$ cat src/plc_params.svh
// Offsets, field positions, reset values and codes for the link capability/control registers
`ifndef PLC_PARAMS_SVH
`define PLC_PARAMS_SVH

`define PLC_OFS_LINK_CAP 12'h04C
`define PLC_OFS_LINK_CTL 12'h050

`define PLC_MAX_SPEED_CODE 4'h1
`define PLC_WIDTH_X1 6'h01
`define PLC_WIDTH_X2 6'h02
`define PLC_WIDTH_X4 6'h04
`define PLC_WIDTH_RST 6'h04
`define PLC_ASPM_SUPPORT 2'h1
`define PLC_L0S_LAT_SEP 3'h5
`define PLC_L0S_LAT_COMMON 3'h3
`define PLC_L1_LAT_DEEP 3'h0
`define PLC_L1_LAT_NORMAL 3'h4
`define PLC_PORT_NUM_RST 8'h02
`define PLC_ASPM_RST 2'h0

`define PLC_CAP_WIDTH_LSB 4
`define PLC_CAP_PORT_LSB 24
`define PLC_CTL_LINK_DISABLE_BIT 4
`define PLC_CTL_RETRAIN_BIT 5
`define PLC_CTL_COMMON_CLOCK_CONFIG_BIT 6
`define PLC_CTL_EXTENDED_SYNC_BIT 7
`define PLC_STS_TRAIN_BIT 27

`define PLC_FTS_EXT_COUNT 13'h1000
`endif

$ cat src/plc_pkg.sv
// Types shared by the link register bank and its FTS sequencer
package plc_pkg;
  // Configuration access from the switch core or the EEPROM loader
  typedef struct packed {
    logic rd;
    logic wr;
    logic ee;
    logic [11:0] addr;
    logic [3:0] be;
    logic [31:0] wdata;
  } plc_cfg_req_s;

  // All state of the register bank
  typedef struct packed {
    logic [5:0] max_width;
    logic [7:0] port_num;
    logic [1:0] aspm;
    logic link_dis;
    logic common_clock_config;
    logic extended_sync;
    logic train_pend;
    logic train_flag;
    logic retrain;
    logic ack;
    logic [31:0] rdata;
    logic [5:0] eff_width;
  } plc_state_s;

  typedef enum logic [1:0] {PLC_FTS_IDLE, PLC_FTS_SEND, PLC_FTS_SKP} plc_fts_e;

  // All state of the FTS sequencer
  typedef struct packed {
    plc_fts_e st;
    logic [12:0] cnt;
    logic fts;
    logic skp;
  } plc_fts_s;
endpackage : plc_pkg

$ cat src/plc_link_regs.sv
// Link capability, control and status registers of the non-transparent downstream port
`timescale 1ns/10ps
`include "plc_params.svh"
module plc_link_regs
  import plc_pkg::*;
(
  // Clock and reset
  input wire logic i_clk,
  input wire logic i_nrst,
  // Configuration access, registered answer one cycle later
  input wire logic i_cfg_rd,
  input wire logic i_cfg_wr,
  input wire logic [11:0] i_cfg_addr,
  input wire logic [3:0] i_cfg_be,
  input wire logic [31:0] i_cfg_wdata,
  output logic o_cfg_ack,
  output logic [31:0] o_cfg_rdata,
  // Serial EEPROM loader writes, bypass the lock
  input wire logic i_ee_wr,
  input wire logic [11:0] i_ee_addr,
  input wire logic [31:0] i_ee_wdata,
  // Lock and mode inputs from the switch core
  input wire logic i_reg_unlock,
  input wire logic i_deep_d3_disable,
  input wire logic i_deep_l1_disable,
  input wire logic i_slot_clock,
  // Physical layer
  input wire logic i_train_active,
  input wire logic i_train_done,
  input wire logic i_train_error,
  input wire logic i_l0s_exit,
  input wire logic [7:0] i_nfts,
  input wire logic i_os_rdy,
  output logic o_retrain,
  output logic [5:0] o_link_width,
  output logic [1:0] o_aspm_ctrl,
  output logic o_link_training_flag,
  output logic o_fts_send,
  output logic o_skp_send
);
  plc_state_s q_ff;
  plc_state_s nxt_q;
  plc_cfg_req_s req;
  logic [31:0] cap_word;
  logic [31:0] ctl_word;
  logic [31:0] wmask;
  logic lock_open;
  logic fts_busy;

  // Reserved width codes fall back to a single lane
  function automatic logic [5:0] eff_width_f(input logic [5:0] code);
    case (code)
      `PLC_WIDTH_X1, `PLC_WIDTH_X2, `PLC_WIDTH_X4: eff_width_f = code;
      default: eff_width_f = `PLC_WIDTH_X1;
    endcase
  endfunction : eff_width_f

  // Byte enables widened to a bit mask
  function automatic logic [31:0] be_mask_f(input logic [3:0] be);
    be_mask_f = {{8{be[3]}}, {8{be[2]}}, {8{be[1]}}, {8{be[0]}}};
  endfunction : be_mask_f

  // Merge written bits under a mask
  function automatic logic [31:0] merge_f(input logic [31:0] old, input logic [31:0] wd,
                                          input logic [31:0] m);
    merge_f = (old & ~m) | (wd & m);
  endfunction : merge_f

  // EEPROM loads take precedence and write whole words
  always_comb begin
    req.rd = i_cfg_rd & ~i_ee_wr;
    req.wr = i_cfg_wr | i_ee_wr;
    req.ee = i_ee_wr;
    req.addr = i_ee_wr ? i_ee_addr : i_cfg_addr;
    req.be = i_ee_wr ? 4'hF : i_cfg_be;
    req.wdata = i_ee_wr ? i_ee_wdata : i_cfg_wdata;
  end

  assign lock_open = i_reg_unlock | req.ee;
  assign wmask = be_mask_f(req.be);

  // Capability word: fixed speed and support, latencies from live modes
  always_comb begin
    cap_word = 32'h0000_0000;
    cap_word[3:0] = `PLC_MAX_SPEED_CODE;
    cap_word[9:4] = q_ff.max_width;
    cap_word[11:10] = `PLC_ASPM_SUPPORT;
    cap_word[14:12] = q_ff.common_clock_config ? `PLC_L0S_LAT_COMMON : `PLC_L0S_LAT_SEP;
    cap_word[17:15] = (i_deep_d3_disable | i_deep_l1_disable) ?
                      `PLC_L1_LAT_DEEP : `PLC_L1_LAT_NORMAL;
    cap_word[31:24] = q_ff.port_num;
  end

  // Control in the low half, status in the high half
  always_comb begin
    ctl_word = 32'h0000_0000;
    ctl_word[1:0] = q_ff.aspm;
    ctl_word[3] = 1'b0;
    ctl_word[`PLC_CTL_LINK_DISABLE_BIT] = q_ff.link_dis;
    ctl_word[`PLC_CTL_RETRAIN_BIT] = 1'b0;
    ctl_word[`PLC_CTL_COMMON_CLOCK_CONFIG_BIT] = q_ff.common_clock_config;
    ctl_word[`PLC_CTL_EXTENDED_SYNC_BIT] = q_ff.extended_sync;
    ctl_word[19:16] = `PLC_MAX_SPEED_CODE;
    ctl_word[25:20] = q_ff.eff_width;
    ctl_word[26] = i_train_error;
    ctl_word[`PLC_STS_TRAIN_BIT] = q_ff.train_flag;
    ctl_word[28] = i_slot_clock;
  end

  // Next-state of the whole bank
  always_comb begin
    logic [31:0] m;
    m = 32'h0000_0000;
    nxt_q = q_ff;
    nxt_q.ack = req.rd | req.wr;
    nxt_q.retrain = 1'b0;
    nxt_q.rdata = 32'h0000_0000;
    if (req.rd) begin
      case (req.addr)
        `PLC_OFS_LINK_CAP: nxt_q.rdata = cap_word;
        `PLC_OFS_LINK_CTL: nxt_q.rdata = ctl_word;
        default: nxt_q.rdata = 32'h0000_0000;
      endcase
    end
    if (req.wr && req.addr == `PLC_OFS_LINK_CAP && lock_open) begin
      m = merge_f(cap_word, req.wdata, wmask);
      nxt_q.max_width = m[9:4];
      nxt_q.port_num = m[31:24];
    end
    if (req.wr && req.addr == `PLC_OFS_LINK_CTL) begin
      m = merge_f(ctl_word, req.wdata, wmask);
      nxt_q.aspm = m[1:0];
      nxt_q.link_dis = m[`PLC_CTL_LINK_DISABLE_BIT];
      nxt_q.common_clock_config = m[`PLC_CTL_COMMON_CLOCK_CONFIG_BIT];
      nxt_q.extended_sync = m[`PLC_CTL_EXTENDED_SYNC_BIT];
      // Retrain is a strobe only; nothing of it is stored
      if (req.be[0] && req.wdata[`PLC_CTL_RETRAIN_BIT]) begin
        nxt_q.retrain = 1'b1;
      end
    end
    // A new retrain request wins over a done in the same cycle
    if (nxt_q.retrain) begin
      nxt_q.train_pend = 1'b1;
    end else if (i_train_done) begin
      nxt_q.train_pend = 1'b0;
    end
    nxt_q.train_flag = nxt_q.train_pend | i_train_active;
    nxt_q.eff_width = eff_width_f(nxt_q.max_width);
  end

  // Single register stage for all state
  always_ff @(posedge i_clk or negedge i_nrst) begin
    if (!i_nrst) begin
      q_ff <= '{max_width: `PLC_WIDTH_RST, port_num: `PLC_PORT_NUM_RST,
                aspm: `PLC_ASPM_RST, link_dis: 1'b0, common_clock_config: 1'b0,
                extended_sync: 1'b0, train_pend: 1'b0, train_flag: 1'b0, retrain: 1'b0,
                ack: 1'b0, rdata: 32'h0000_0000, eff_width: `PLC_WIDTH_RST};
    end else begin
      q_ff <= nxt_q;
    end
  end

  // Link disable deliberately reaches no link output, only the read data: the virtual link has no LTSSM
  assign o_cfg_ack = q_ff.ack;
  assign o_cfg_rdata = q_ff.rdata;
  assign o_retrain = q_ff.retrain;
  assign o_link_width = q_ff.eff_width;
  assign o_aspm_ctrl = q_ff.aspm;
  assign o_link_training_flag = q_ff.train_flag;

  // FTS burst on L0s exit, length from extended sync
  plc_fts_seq u_fts (
    .i_clk(i_clk),
    .i_nrst(i_nrst),
    .i_start(i_l0s_exit & ~fts_busy),
    .i_ext_sync(q_ff.extended_sync),
    .i_nfts(i_nfts),
    .i_os_rdy(i_os_rdy),
    .o_fts(o_fts_send),
    .o_skp(o_skp_send),
    .o_busy(fts_busy)
  );

  // Speed field read back fixed
  speed_fixed_a: assert property (@(posedge i_clk) disable iff (!i_nrst)
    (i_cfg_rd && !i_ee_wr && i_cfg_addr == 12'h04C) |=> o_cfg_rdata[3:0] == 4'h1)
    else $error("max link speed not 0x1");

  // Only valid widths reach the link
  width_fallback_a: assert property (@(posedge i_clk) disable iff (!i_nrst)
    o_link_width == 6'h01 || o_link_width == 6'h02 || o_link_width == 6'h04)
    else $error("invalid link width driven");

  // Locked writes leave capability fields alone
  cap_lock_a: assert property (@(posedge i_clk) disable iff (!i_nrst)
    (i_cfg_wr && !i_ee_wr && !i_reg_unlock && i_cfg_addr == 12'h04C)
      |=> $stable(q_ff.max_width) && $stable(q_ff.port_num))
    else $error("locked capability field changed");

  // Support field fixed at L0s
  aspm_support_a: assert property (@(posedge i_clk) disable iff (!i_nrst)
    (i_cfg_rd && !i_ee_wr && i_cfg_addr == 12'h04C) |=> o_cfg_rdata[11:10] == 2'h1)
    else $error("ASPM support not L0s only");

  // L0s latency follows the common clock bit
  l0s_latency_a: assert property (@(posedge i_clk) disable iff (!i_nrst)
    (i_cfg_rd && !i_ee_wr && i_cfg_addr == 12'h04C && !i_cfg_wr)
      |=> o_cfg_rdata[14:12] == ($past(q_ff.common_clock_config) ? 3'h3 : 3'h5))
    else $error("L0s exit latency wrong");

  // L1 latency follows the deep modes
  l1_latency_a: assert property (@(posedge i_clk) disable iff (!i_nrst)
    (i_cfg_rd && !i_ee_wr && i_cfg_addr == 12'h04C)
      |=> o_cfg_rdata[17:15] ==
          (($past(i_deep_d3_disable) || $past(i_deep_l1_disable)) ? 3'h0 : 3'h4))
    else $error("L1 exit latency wrong");

  // Retrain and completion boundary never read as one
  ctl_zero_bits_a: assert property (@(posedge i_clk) disable iff (!i_nrst)
    (i_cfg_rd && !i_ee_wr && i_cfg_addr == 12'h050)
      |=> o_cfg_rdata[5] == 1'b0 && o_cfg_rdata[3] == 1'b0)
    else $error("retrain or RCB read as one");

  // Retrain write gives one strobe and raises training; a write right behind may strobe again
  retrain_pulse_a: assert property (@(posedge i_clk) disable iff (!i_nrst)
    ((i_cfg_wr && !i_ee_wr && i_cfg_addr == 12'h050 && i_cfg_be[0] && i_cfg_wdata[5])
      ##1 !(i_cfg_wr || i_ee_wr)) |-> (o_retrain && o_link_training_flag ##1 !o_retrain))
    else $error("retrain strobe missing");

  // Training flag holds until done
  train_hold_a: assert property (@(posedge i_clk) disable iff (!i_nrst)
    (q_ff.train_pend && !i_train_done) |=> o_link_training_flag)
    else $error("training flag dropped early");

  // Every access answered next cycle
  cfg_ack_a: assert property (@(posedge i_clk) disable iff (!i_nrst)
    (i_cfg_rd || i_cfg_wr) |=> o_cfg_ack)
    else $error("access not acknowledged");

  // Control bits read back as stored; read-only and reserved bits stay zero
  ctl_readback_a: assert property (@(posedge i_clk) disable iff (!i_nrst)
    (i_cfg_rd && !i_ee_wr && i_cfg_addr == 12'h050)
      |=> o_cfg_rdata[15:0] == {8'h00, $past(q_ff.extended_sync), $past(q_ff.common_clock_config), 1'b0,
                                $past(q_ff.link_dis), 2'h0, $past(q_ff.aspm)})
    else $error("link control read back wrong");

  // Status half shows fixed speed, effective width and the training flag
  ctl_status_a: assert property (@(posedge i_clk) disable iff (!i_nrst)
    (i_cfg_rd && !i_ee_wr && i_cfg_addr == 12'h050)
      |=> o_cfg_rdata[19:16] == 4'h1 && o_cfg_rdata[25:20] == $past(o_link_width)
          && o_cfg_rdata[27] == $past(o_link_training_flag))
    else $error("link status half wrong");

  // Unlocked width write is kept as written
  width_store_a: assert property (@(posedge i_clk) disable iff (!i_nrst)
    (i_cfg_wr && !i_ee_wr && i_reg_unlock && i_cfg_addr == 12'h04C
      && i_cfg_be[1:0] == 2'h3) |=> q_ff.max_width == $past(i_cfg_wdata[9:4]))
    else $error("unlocked width write lost");

  // Unlocked port number write is kept as written
  port_store_a: assert property (@(posedge i_clk) disable iff (!i_nrst)
    (i_cfg_wr && !i_ee_wr && i_reg_unlock && i_cfg_addr == 12'h04C && i_cfg_be[3])
      |=> q_ff.port_num == $past(i_cfg_wdata[31:24]))
    else $error("unlocked port number write lost");

  // Written ASPM code reaches the link controls
  aspm_write_a: assert property (@(posedge i_clk) disable iff (!i_nrst)
    (i_cfg_wr && !i_ee_wr && i_cfg_addr == 12'h050 && i_cfg_be[0])
      |=> o_aspm_ctrl == $past(i_cfg_wdata[1:0]))
    else $error("ASPM control write lost");

  // EEPROM load overrides the ASPM default whatever the lock
  ee_aspm_a: assert property (@(posedge i_clk) disable iff (!i_nrst)
    (i_ee_wr && i_ee_addr == 12'h050) |=> o_aspm_ctrl == $past(i_ee_wdata[1:0]))
    else $error("EEPROM ASPM load lost");

  // Physical layer training keeps the flag up
  train_active_a: assert property (@(posedge i_clk) disable iff (!i_nrst)
    i_train_active |=> o_link_training_flag)
    else $error("training flag low while training");

  // A retrain strobe only ever follows a retrain write
  retrain_cause_a: assert property (@(posedge i_clk) disable iff (!i_nrst)
    o_retrain |-> $past(req.wr && req.addr == 12'h050 && req.be[0] && req.wdata[5]))
    else $error("retrain strobe without request");

  // Link disable and other control writes without retrain keep the link width and raise no retrain strobe
  link_disable_quiet_a: assert property (@(posedge i_clk) disable iff (!i_nrst)
    (req.wr && req.addr == 12'h050 && !req.wdata[5])
      |=> $stable(o_link_width) && !o_retrain)
    else $error("control write disturbed the link");

  // Read data is zero outside read answers
  rdata_idle_a: assert property (@(posedge i_clk) disable iff (!i_nrst)
    !req.rd |=> o_cfg_rdata == 32'h0000_0000)
    else $error("read data outside a read answer");
endmodule : plc_link_regs

$ cat src/plc_fts_seq.sv
// FTS ordered-set sequencer for L0s exit
`timescale 1ns/10ps
`include "plc_params.svh"
module plc_fts_seq
  import plc_pkg::*;
(
  // Clock and reset
  input wire logic i_clk,
  input wire logic i_nrst,
  // Control
  input wire logic i_start,
  input wire logic i_ext_sync,
  input wire logic [7:0] i_nfts,
  input wire logic i_os_rdy,
  // Ordered set strobes and busy flag
  output logic o_fts,
  output logic o_skp,
  output logic o_busy
);
  plc_fts_s q_ff;
  plc_fts_s nxt_q;

  // One ordered set per transmitter-ready cycle; SKP closes the burst
  always_comb begin
    nxt_q = q_ff;
    nxt_q.fts = 1'b0;
    nxt_q.skp = 1'b0;
    case (q_ff.st)
      PLC_FTS_IDLE: begin
        if (i_start) begin
          nxt_q.st = PLC_FTS_SEND;
          nxt_q.cnt = i_ext_sync ? `PLC_FTS_EXT_COUNT : {5'h00, i_nfts};
        end
      end
      PLC_FTS_SEND: begin
        if (q_ff.cnt == 13'h0000) begin
          nxt_q.st = PLC_FTS_SKP;
        end else if (i_os_rdy) begin
          nxt_q.fts = 1'b1;
          nxt_q.cnt = q_ff.cnt - 13'h0001;
        end
      end
      PLC_FTS_SKP: begin
        if (i_os_rdy) begin
          nxt_q.skp = 1'b1;
          nxt_q.st = PLC_FTS_IDLE;
        end
      end
      default: nxt_q.st = PLC_FTS_IDLE;
    endcase
  end

  always_ff @(posedge i_clk or negedge i_nrst) begin
    if (!i_nrst) begin
      q_ff <= '{st: PLC_FTS_IDLE, cnt: 13'h0000, fts: 1'b0, skp: 1'b0};
    end else begin
      q_ff <= nxt_q;
    end
  end

  assign o_fts = q_ff.fts;
  assign o_skp = q_ff.skp;
  assign o_busy = (q_ff.st != PLC_FTS_IDLE);

  // Extended burst loads the full count
  ext_count_a: assert property (@(posedge i_clk) disable iff (!i_nrst)
    (q_ff.st == PLC_FTS_IDLE && i_start && i_ext_sync) |=> q_ff.cnt == 13'h1000)
    else $error("extended sync count not loaded");
endmodule : plc_fts_seq

$ cat config.mk
export PLATFORM = sky130hd
export DESIGN_NAME = plc_link_regs
export DESIGN_NICKNAME = d
export VERILOG_FILES = /design/src/plc_pkg.sv /design/src/plc_link_regs.sv /design/src/plc_fts_seq.sv
export VERILOG_INCLUDE_DIRS = /design/src
export SDC_FILE = /design/constraint.sdc
export NUM_CORES = 1
export LEC_CHECK = 0
export BUFFER_PORTS_ARGS = -buffer_cell sky130_fd_sc_hd__buf_2
export CORE_UTILIZATION = 40
export CTS_CLUSTER_DIAMETER = 120
export DETAILED_ROUTE_END_ITERATION = 7
export GPL_ROUTABILITY_DRIVEN = 0
export PLACE_DENSITY_LB_ADDON = 0.05
export REMOVE_ABC_BUFFERS = 1
export SLEW_MARGIN = 20
export SYNTH_ARGS = -nofsm -noshare
export SYNTH_HDL_FRONTEND = slang
export SYNTH_HIERARCHICAL = 1
export SYNTH_SLANG_ARGS = --single-unit
$ cat constraint.sdc
create_clock -name i_clk -period 2.8 [get_ports i_clk]
set_clock_uncertainty 0.15 [all_clocks]
set_input_delay 0.7 -clock i_clk [delete_from_list [all_inputs] [get_ports i_clk]]
set_output_delay 0.7 -clock i_clk [all_outputs]
set_load 0.02 [all_outputs]
### Word level (Yosys, flattened, before mapping)

Cells that the tools add are included.

| cells by class | value |
|---|---|
| $add $sub $neg | 1 |
| eq/ne operators | 12 |
| multiplexer cells | 24 |
| bitwise operators | 15 |
| reduce and logical (&&, ||, !) cells | 11 |

Operator list:

| operator | number |
|---|---|
| $and A32 B32 Y32 | 2 |
| $mux W32 | 2 |
| $pmux W32 S2 | 1 |
| $mux W14 | 3 |
| $not A32 Y32 | 1 |
| $or A32 B32 Y32 | 1 |
| $pmux W13 S2 | 1 |
| $eq A12 B7 Y1 const B | 2 |
| $mux W15 | 1 |
| $logic_not A13 Y1 | 1 |
| $mux W13 | 1 |
| $sub A13 B1 Y13 const B | 1 |
| $mux W12 | 1 |
| $and A8 B8 Y8 | 1 |
| $or A8 B8 Y8 | 1 |
| $mux W1 | 7 |
| $eq A6 B1 Y1 const B | 1 |
| $eq A6 B2 Y1 const B | 1 |
| $eq A6 B3 Y1 const B | 1 |
| $mux W3 | 2 |
| $mux W6 | 1 |
| $ne A2 B2 Y1 const B | 3 |
| $pmux W2 S3 | 1 |
| $or A1 B1 Y1 | 5 |
| other kinds (13) | 21 |

| storage, ports and cells | value |
|---|---|
| register bits after elaboration | 78 |
| bits of input ports | 114 |
| output and inout port bits | 45 |
| logic and storage cells | 79 |

### Depth between registers and ports, before layout

Gate-level depths: netlist (run 1).

| logic depth | value |
|---|---|
| word-level depth | 8 |
| depth in mapped cells | 9 |
| mapped depth without buffers | 7 |

### Modules after synthesis

The synthesis (run 1) kept the hierarchy.

By module, submodules not included:

| module | times used | cells each | area an instance (sq um) | seq. area each (sq um) |
|---|---|---|---|---|
| plc_link_regs | 1 | 220 | 2688.8 | 1355.0 |
| plc_fts_seq | 1 | 102 | 1021.0 | 425.4 |

### Least setup slack after synthesis (run 1)

No wires, ideal clock.

| path | value |
|---|---|
| path type | input-to-reg |
| start | in i_ee_addr[0] |
| end | reg with a tool-made name |
| library setup time | 0.125 ns |
| arrival | 2.340 ns |
| required time | 2.525 ns |
| path slack | 0.185 ns |
| stages on the path | 5 |
| path buffers | 0 |
| cell sequence | or4bb_1 > o22ai_4 > o211ai_2 > nor2_1 > mux2_2 |

RTL lines:

| item | line | text |
|---|---|---|
| from (decl) | plc_link_regs.sv:20 | `input wire logic [11:0] i_ee_addr,` |

==> impl_results.md, run 1 <==
* PortBufs at roughly 120
* Slowest stage cell, crit path: or4b_4
* Count leader, synth: dfrtp_1
* Post-route cell area at 4467 µm²
* Hold buffers post-CTS at 0
* Clk root buf: clkbuf_8
* Dpl ws at -99.06 ps
* Antenna Nets Post-Route at 0
* EDFF count, synth at 0
* Number of global-route vias before repair at 2,627
* Die area at just under 10,000 µm²
* Failing checks: DRC
* Number of vias per cell at about 5.0
* WL final at just under 8000 µm
* CP max stage delay at 560 ps
* Pins Over Slew Limit at 0
* Cell taking the most area after synthesis: dfrtp_1
* Post-CTS Setup Inserts at 0
* TritonCTS clock tree: done
* Final instance count without filler cells at 542
* Area of the core at 8848 µm²
* Iteration-0 DRC Markers at 95
* Largest net degree at the start of global routing at 72
* Fin. Hold Viols at 0
* Initial Util at 0.4193
* Leakage at 2.274 nW
* FFs w/ async S/R, synth at 1.000
* Peak VDD IR at 0.2640 mV
* Final WS setup at 262.9 ps
* Final net count at 545
* Worst-path clk slew at ~90 ps
* Synth unique cells at 73
* Most area-consuming cells after synthesis: dfrtp_1, mux2_2, buf_4, and2_1, dfstp_2
* CP Cell Sequence: buf_2 -> or4b_4 -> o22a_1 -> o31ai_1 -> nand4_1 -> or3b_1
* Commonest cells post-synth: dfrtp_1, buf_4, mux2_2, and2_1, nand2_1
* CTS buffer count at 9
* First-pass GRT wire length at 12,740 µm
* Antenna violations before repair at 0
* Clock latency on the worst-skew pair at 340 ps
* RSZ-0062 raised after global routing: false
* Primary FF master, synth: dfrtp_1
* Filler instances at 836
* Yosys warns at 6
* HP Class: primary input to async pin
* Worst Path Max Fanout at 5
* Die extent in y at 98.31 µm
* DR WL/cell at around 14 µm
* GR Overflow Total at 0
* Syn Std Cell Area at 3710 µm²
* CP Class: primary input to flip-flop
* Layout cells sized above 1 at 0.4770
* Crit start category: primary input
* Overall Power at between 0.002 and 0.003 W
* Final setup vio count at 0
* CTS H-tree depth at 3
* Area share of the largest cell type after synthesis at 0.4587
* GRT Total Usage at 0.1671
* Critical path required time at 2860 ps
* Arr. time, crit path at between 2000 and 3000 ps
* Status: finished, violations left
* Flops & latches, synth at 71
* Placed inst area at 4279 µm²
* Max Root-Sink Buffers at 2
* Post-cts sizing count at 0
* Mapped Avg Cell Area at between 10 and 15 µm²
* Via count at about 2,700
* Placed Cells at 526
* PwrDens at 611.1 nW/µm²
* Ant diodes at 0
* CTS Sinks at 71
* Fmax at between 300 and 400 MHz
* Final min period at ~2500 ps
* Seq/Total Area, Yosys at 0.4799
* Max_cap viols at 0
* Synthesis-to-layout area growth at 20.40%
* Hpwl dp at approximately 5600 µm
* Worst setup EP type: flip-flop
* Die X at 98.31 µm
* Period Utilization, post-route at 0.9061
* DR pass1 iterations at 8
* Min Hold Slack at 181.0 ps
* Synth Instances at about 320
* Remaining DRCs at 1
* I/O pin total at 159
* Num rows at 34
[final cells by class]
class                   count  area [µm²]  area share
multi-input cells         200        1550      0.3471
inverters                  10       42.54    0.009524
repair buffers            137       770.7      0.1725
clock inverters             6       50.05     0.01120
flip-flops and latches     71        1780      0.3986
well taps                 108       135.1     0.03025
clock buffers              10       137.6     0.03081
[final timing paths]
path	startpoint	end	slack [ps]	cells after the start
max reg2reg	u_fts/q_ff[2]	u_fts/q_ff[6]	490	7
min in group i_clk	o_link_width[1]	o_cfg_rdata[21]	320	1
min	i_nrst	o_cfg_rdata[26]	180	2
max in group asynchronous	i_nrst	o_link_width[2]	1930	2
min reg2reg	o_link_width[1]	o_cfg_rdata[21]	320	1
max	i_ee_wr	o_link_width[0]	260	6
[report_power, final]
| group | internal [W] | switching [W] |
|---|---|---|
| sequential | 0.00113 | 0.000140 |
| combinational | 0.000327 | 0.000355 |
| clock | 0.000357 | 0.000418 |
[layout by cell type (no fill, tap or decap), types with 9 or more instances in the layout]
cell type / count
a22o_1: 9
and2_1: 15
buf_2: 118
buf_4: 16
clkbuf_8: 10
conb_1: 9
dfrtp_1: 68
inv_1: 9
mux2_2: 28
nand2_1: 15
nor2_1: 14
[metrics by stage]
step	setup TNS [ps]	utilization
global route	0	0.5048
finish	0	0.5048
detailed placement	-120.2	0.4836
floorplan	0	-
global placement	-39.40	0.4836
CTS	0	0.5048
[worst max-delay path, delay by kind of cell]
family	cells	cell delay, ps
buf+inv	1	130
simple gates	3	1130
compound gates	2	640
[routing by layer]
metal | vias up | track usage | part of all wire
li1 | 1348 | - | -
met1 | 1288 | 0.2205 | 0.47
met2 | 90 | 0.2741 | 0.46
met3 | 8 | 0.03579 | 0.058
met4 | 0 | 0.05511 | 0.012
met5 | - | 0 | 0
[logic make-up after synthesis]
| kind of cell | Yosys count | share of synthesized area |
|---|---|---|
| AO/OA/AOI/OAI | 55 | 0.1261 |
| flip-flops | 71 | 0.4799 |
| adder cells (fa/ha/maj) | 2 | 0.006744 |
| AND/OR/NAND/NOR | 98 | 0.1690 |
| multiplexers | 36 | 0.1069 |
| buffers and inverters | 59 | 0.1103 |
| other | 1 | 0.001011 |
Note: power is estimated with default switching activity, not from simulation.
==> inputs of run 2 (changes only) <==
==> constraint.sdc (replaced) <==
create_clock -name i_clk -period 2.5 [get_ports i_clk]
set_clock_uncertainty 0.15 [all_clocks]
set_input_delay 0.625 -clock i_clk [delete_from_list [all_inputs] [get_ports i_clk]]
set_output_delay 0.625 -clock i_clk [all_outputs]
set_load 0.02 [all_outputs]
==> run 2 against run 1 <==
Effect of this change: the flow still finishes with violations (DRC); sequential share of layout area is 0.77 points lower; via count is 0.48% higher; non-clock buffer count is 7 higher; flip-flop and latch count stayed put; global-route usage is 0.63 points higher; sequential power is 10% higher; worst hold slack worse by 120 ps; largest cell class unchanged; largest power group unchanged.
==> impl_results.md, run 2 (synthesis gave the netlist of run 1 again) <==
* Worst Path Max Fanout at 4 (was 5)
* Via count at 2,747 (was 2,734)
* Remaining DRCs at 8 (was 1)
* GR Overflow Total at 0 (unchanged)
* Area of the core at 8848 µm² (unchanged)
* Status: finished, violations left (unchanged)
* Crit start category: primary input (unchanged)
* CP Buf/Inv Count at 1 (unchanged)
* Slowest stage cell, crit path: or4b_4 (unchanged)
* Die X at 98.31 µm (unchanged)
* Placed inst area at 4344 µm² (was 4279 µm²)
* Num rows at 34 (unchanged)
* Relative slew slack at 0.6553
* Clock latency on the worst-skew pair at 340 ps (about the same)
* Die extent in y at 98.31 µm (unchanged)
* CTS H-tree depth at 3 (unchanged)
* CTS buffer count at 9 (unchanged)
* Number of vias per cell at 5.013 (was 5.044)
* Arr. time, crit path at 2490 ps (was 2600 ps)
* DR WL met3 at 451 µm (was 449 µm)
* Failing checks: DRC (unchanged)
* Post-CTS Setup Inserts at 0 (unchanged)
* CP max stage delay at 560 ps (about the same)
* Post-route cell area at 4554 µm² (was 4467 µm²)
* Final WS setup at 67.15 ps (was 262.9 ps)
* Die area at 9664 µm² (unchanged)
* CP Cell Sequence: buf_2 -> or4b_4 -> o22a_2 -> o31ai_2 -> and4_1 -> or3b_1 (was buf_2 -> or4b_4 -> o22a_1 -> o31ai_1 -> nand4_1 -> or3b_1)
* Final net count at 552 (was 545)
* Peak VDD IR at 0.2624 mV (was 0.2640 mV)
* Routed wl met2 at 3750 µm (was 3530 µm)
* DR WL/cell at 14.30 µm (was 14.22 µm)
* Layout cells sized above 1 at 0.4932 (was 0.4770)
* Antenna violations before repair at 0 (unchanged)
* Dpl ws at -264.1 ps (was -99.06 ps)
* Final setup vio count at 0 (unchanged)
* Hpwl dp at 5905 µm (was 5605 µm)
* Ant diodes at 0 (unchanged)
* CTS Sinks at 71 (unchanged)
* Final min period at 2433 ps
* Period Utilization, post-route at 0.9731
* Synthesis-to-layout area growth at 22.77% (was 20.40%)
* Iteration-0 DRC Markers at 64 (was 95)
* Initial Util at 0.4193 (unchanged)
* Worst setup EP type: flip-flop (unchanged)
* Hold buffers post-CTS at 0 (unchanged)
* Worst-path clk slew at 70 ps (was 90 ps)
* Top Metal Used: met4 (unchanged)
* Largest net degree at the start of global routing at 42 (was 72)
* PwrDens at 680.7 nW/µm² (was 611.1 nW/µm²)
* First-pass GRT wire length at 13,100 µm (was 12,740 µm)
* Fmax at 411.0 MHz
* PortBufs at 119 (unchanged)
* Antenna Nets Post-Route at 0 (unchanged)
* HP Class: primary input to async pin (unchanged)
* Commonest non-fill, non-tap cell in the layout: buf_2 (unchanged)
* Post-cts sizing count at 0 (unchanged)
* Clk root buf: clkbuf_8 (unchanged)
* Filler instances at 860 (was 836)
* Max Root-Sink Buffers at 2 (unchanged)
* Pins Over Slew Limit at 0 (unchanged)
* Number of global-route vias before repair at 2,719 (was 2,627)
* Fin. Hold Viols at 0 (unchanged)
* Max_cap viols at 0 (unchanged)
* Critical path required time at 2560 ps (was 2860 ps)
* WL final at 7838 µm (was 7707 µm)
* TritonCTS clock tree: done (unchanged)
* GRT Total Usage at 0.1735 (was 0.1671)
* Leakage at 2.316 nW (was 2.274 nW)
* CP Class: primary input to flip-flop (unchanged)
* Most frequent cells in the layout: buf_2, dfrtp_1, mux2_2 (unchanged)
* Met1 WL at 3500 µm (was 3635 µm)
* Worst-margin pin slew at 517.0 ps
* Crit path max-delay family: simple AND/OR/NAND/NOR gates (unchanged)
* Setup tns final at 0 ps (unchanged)
* I/O pin total at 159 (unchanged)
* Fin util at 0.5147 (was 0.5048)
* DR pass1 iterations at 7 (was 8)
run 2: cell types whose count changed in the layout (fill, tap and decap cells not counted), sizes merged:
| cell | change |
|---|---|
| bufinv | +1 |
| buf | +7 |
| clkinvlp | -1 |
| clkinv | +2 |
| inv | -3 |
run 2: path summary, 6_finish.rpt:
check	cells after the start	slack [ps]	endpoint	startpoint
worst max-delay path	6	70	o_link_width[0]	i_ee_wr
worst min-delay path	1	60	o_cfg_rdata[26]	i_nrst
worst max register to register	7	340	u_fts/q_ff[6]	u_fts/q_ff[2]
worst min register to register	1	330	o_cfg_rdata[21]	o_link_width[1]
max in group asynchronous	2	1580	async pin	i_nrst
min in group i_clk	2	270	o_cfg_rdata[17]	i_deep_l1_disable
run 2: layout make-up:
cell class,count,area (µm²),area share
Clock buffer,10,127.6,0.02802
Clock inverter,5,60.06,0.01319
Inverter,10,42.54,0.009341
Multi-Input combinational cell,200,1573,0.3453
Sequential cell,71,1780,0.3909
Tap cell,108,135.1,0.02967
Timing Repair Buffer,144,835.8,0.1835
run 2: power by group:
part / switching (W) / total [W] / internal (W)
clock: 0.000419 / 0.000876 / 0.000457
combinational: 0.000430 / 0.000821 / 0.000391
sequential: 0.000133 / 0.00140 / 0.00127
total: 0.000982 / 0.00310 / 0.00212
run 2: per-stage QoR:
| stage | hold slack, ps | total power [W] | std cells |
|---|---|---|---|
| after floorplan | 179.4 | 0.001923 | 281 |
| after global placement | 307.6 | 0.002239 | 533 |
| after detailed placement | 316.8 | 0.002249 | 533 |
| after CTS | 54.27 | 0.003147 | 548 |
| after global routing | 70.05 | 0.003317 | 548 |
| final | 57.79 | 0.003100 | 548 |
run 2: per-layer routing:
metal,track usage,up-vias
li1,-,1364
met1,0.2250,1272
met2,0.2833,99
met3,0.03293,12
met4,0.07577,0
met5,0,-
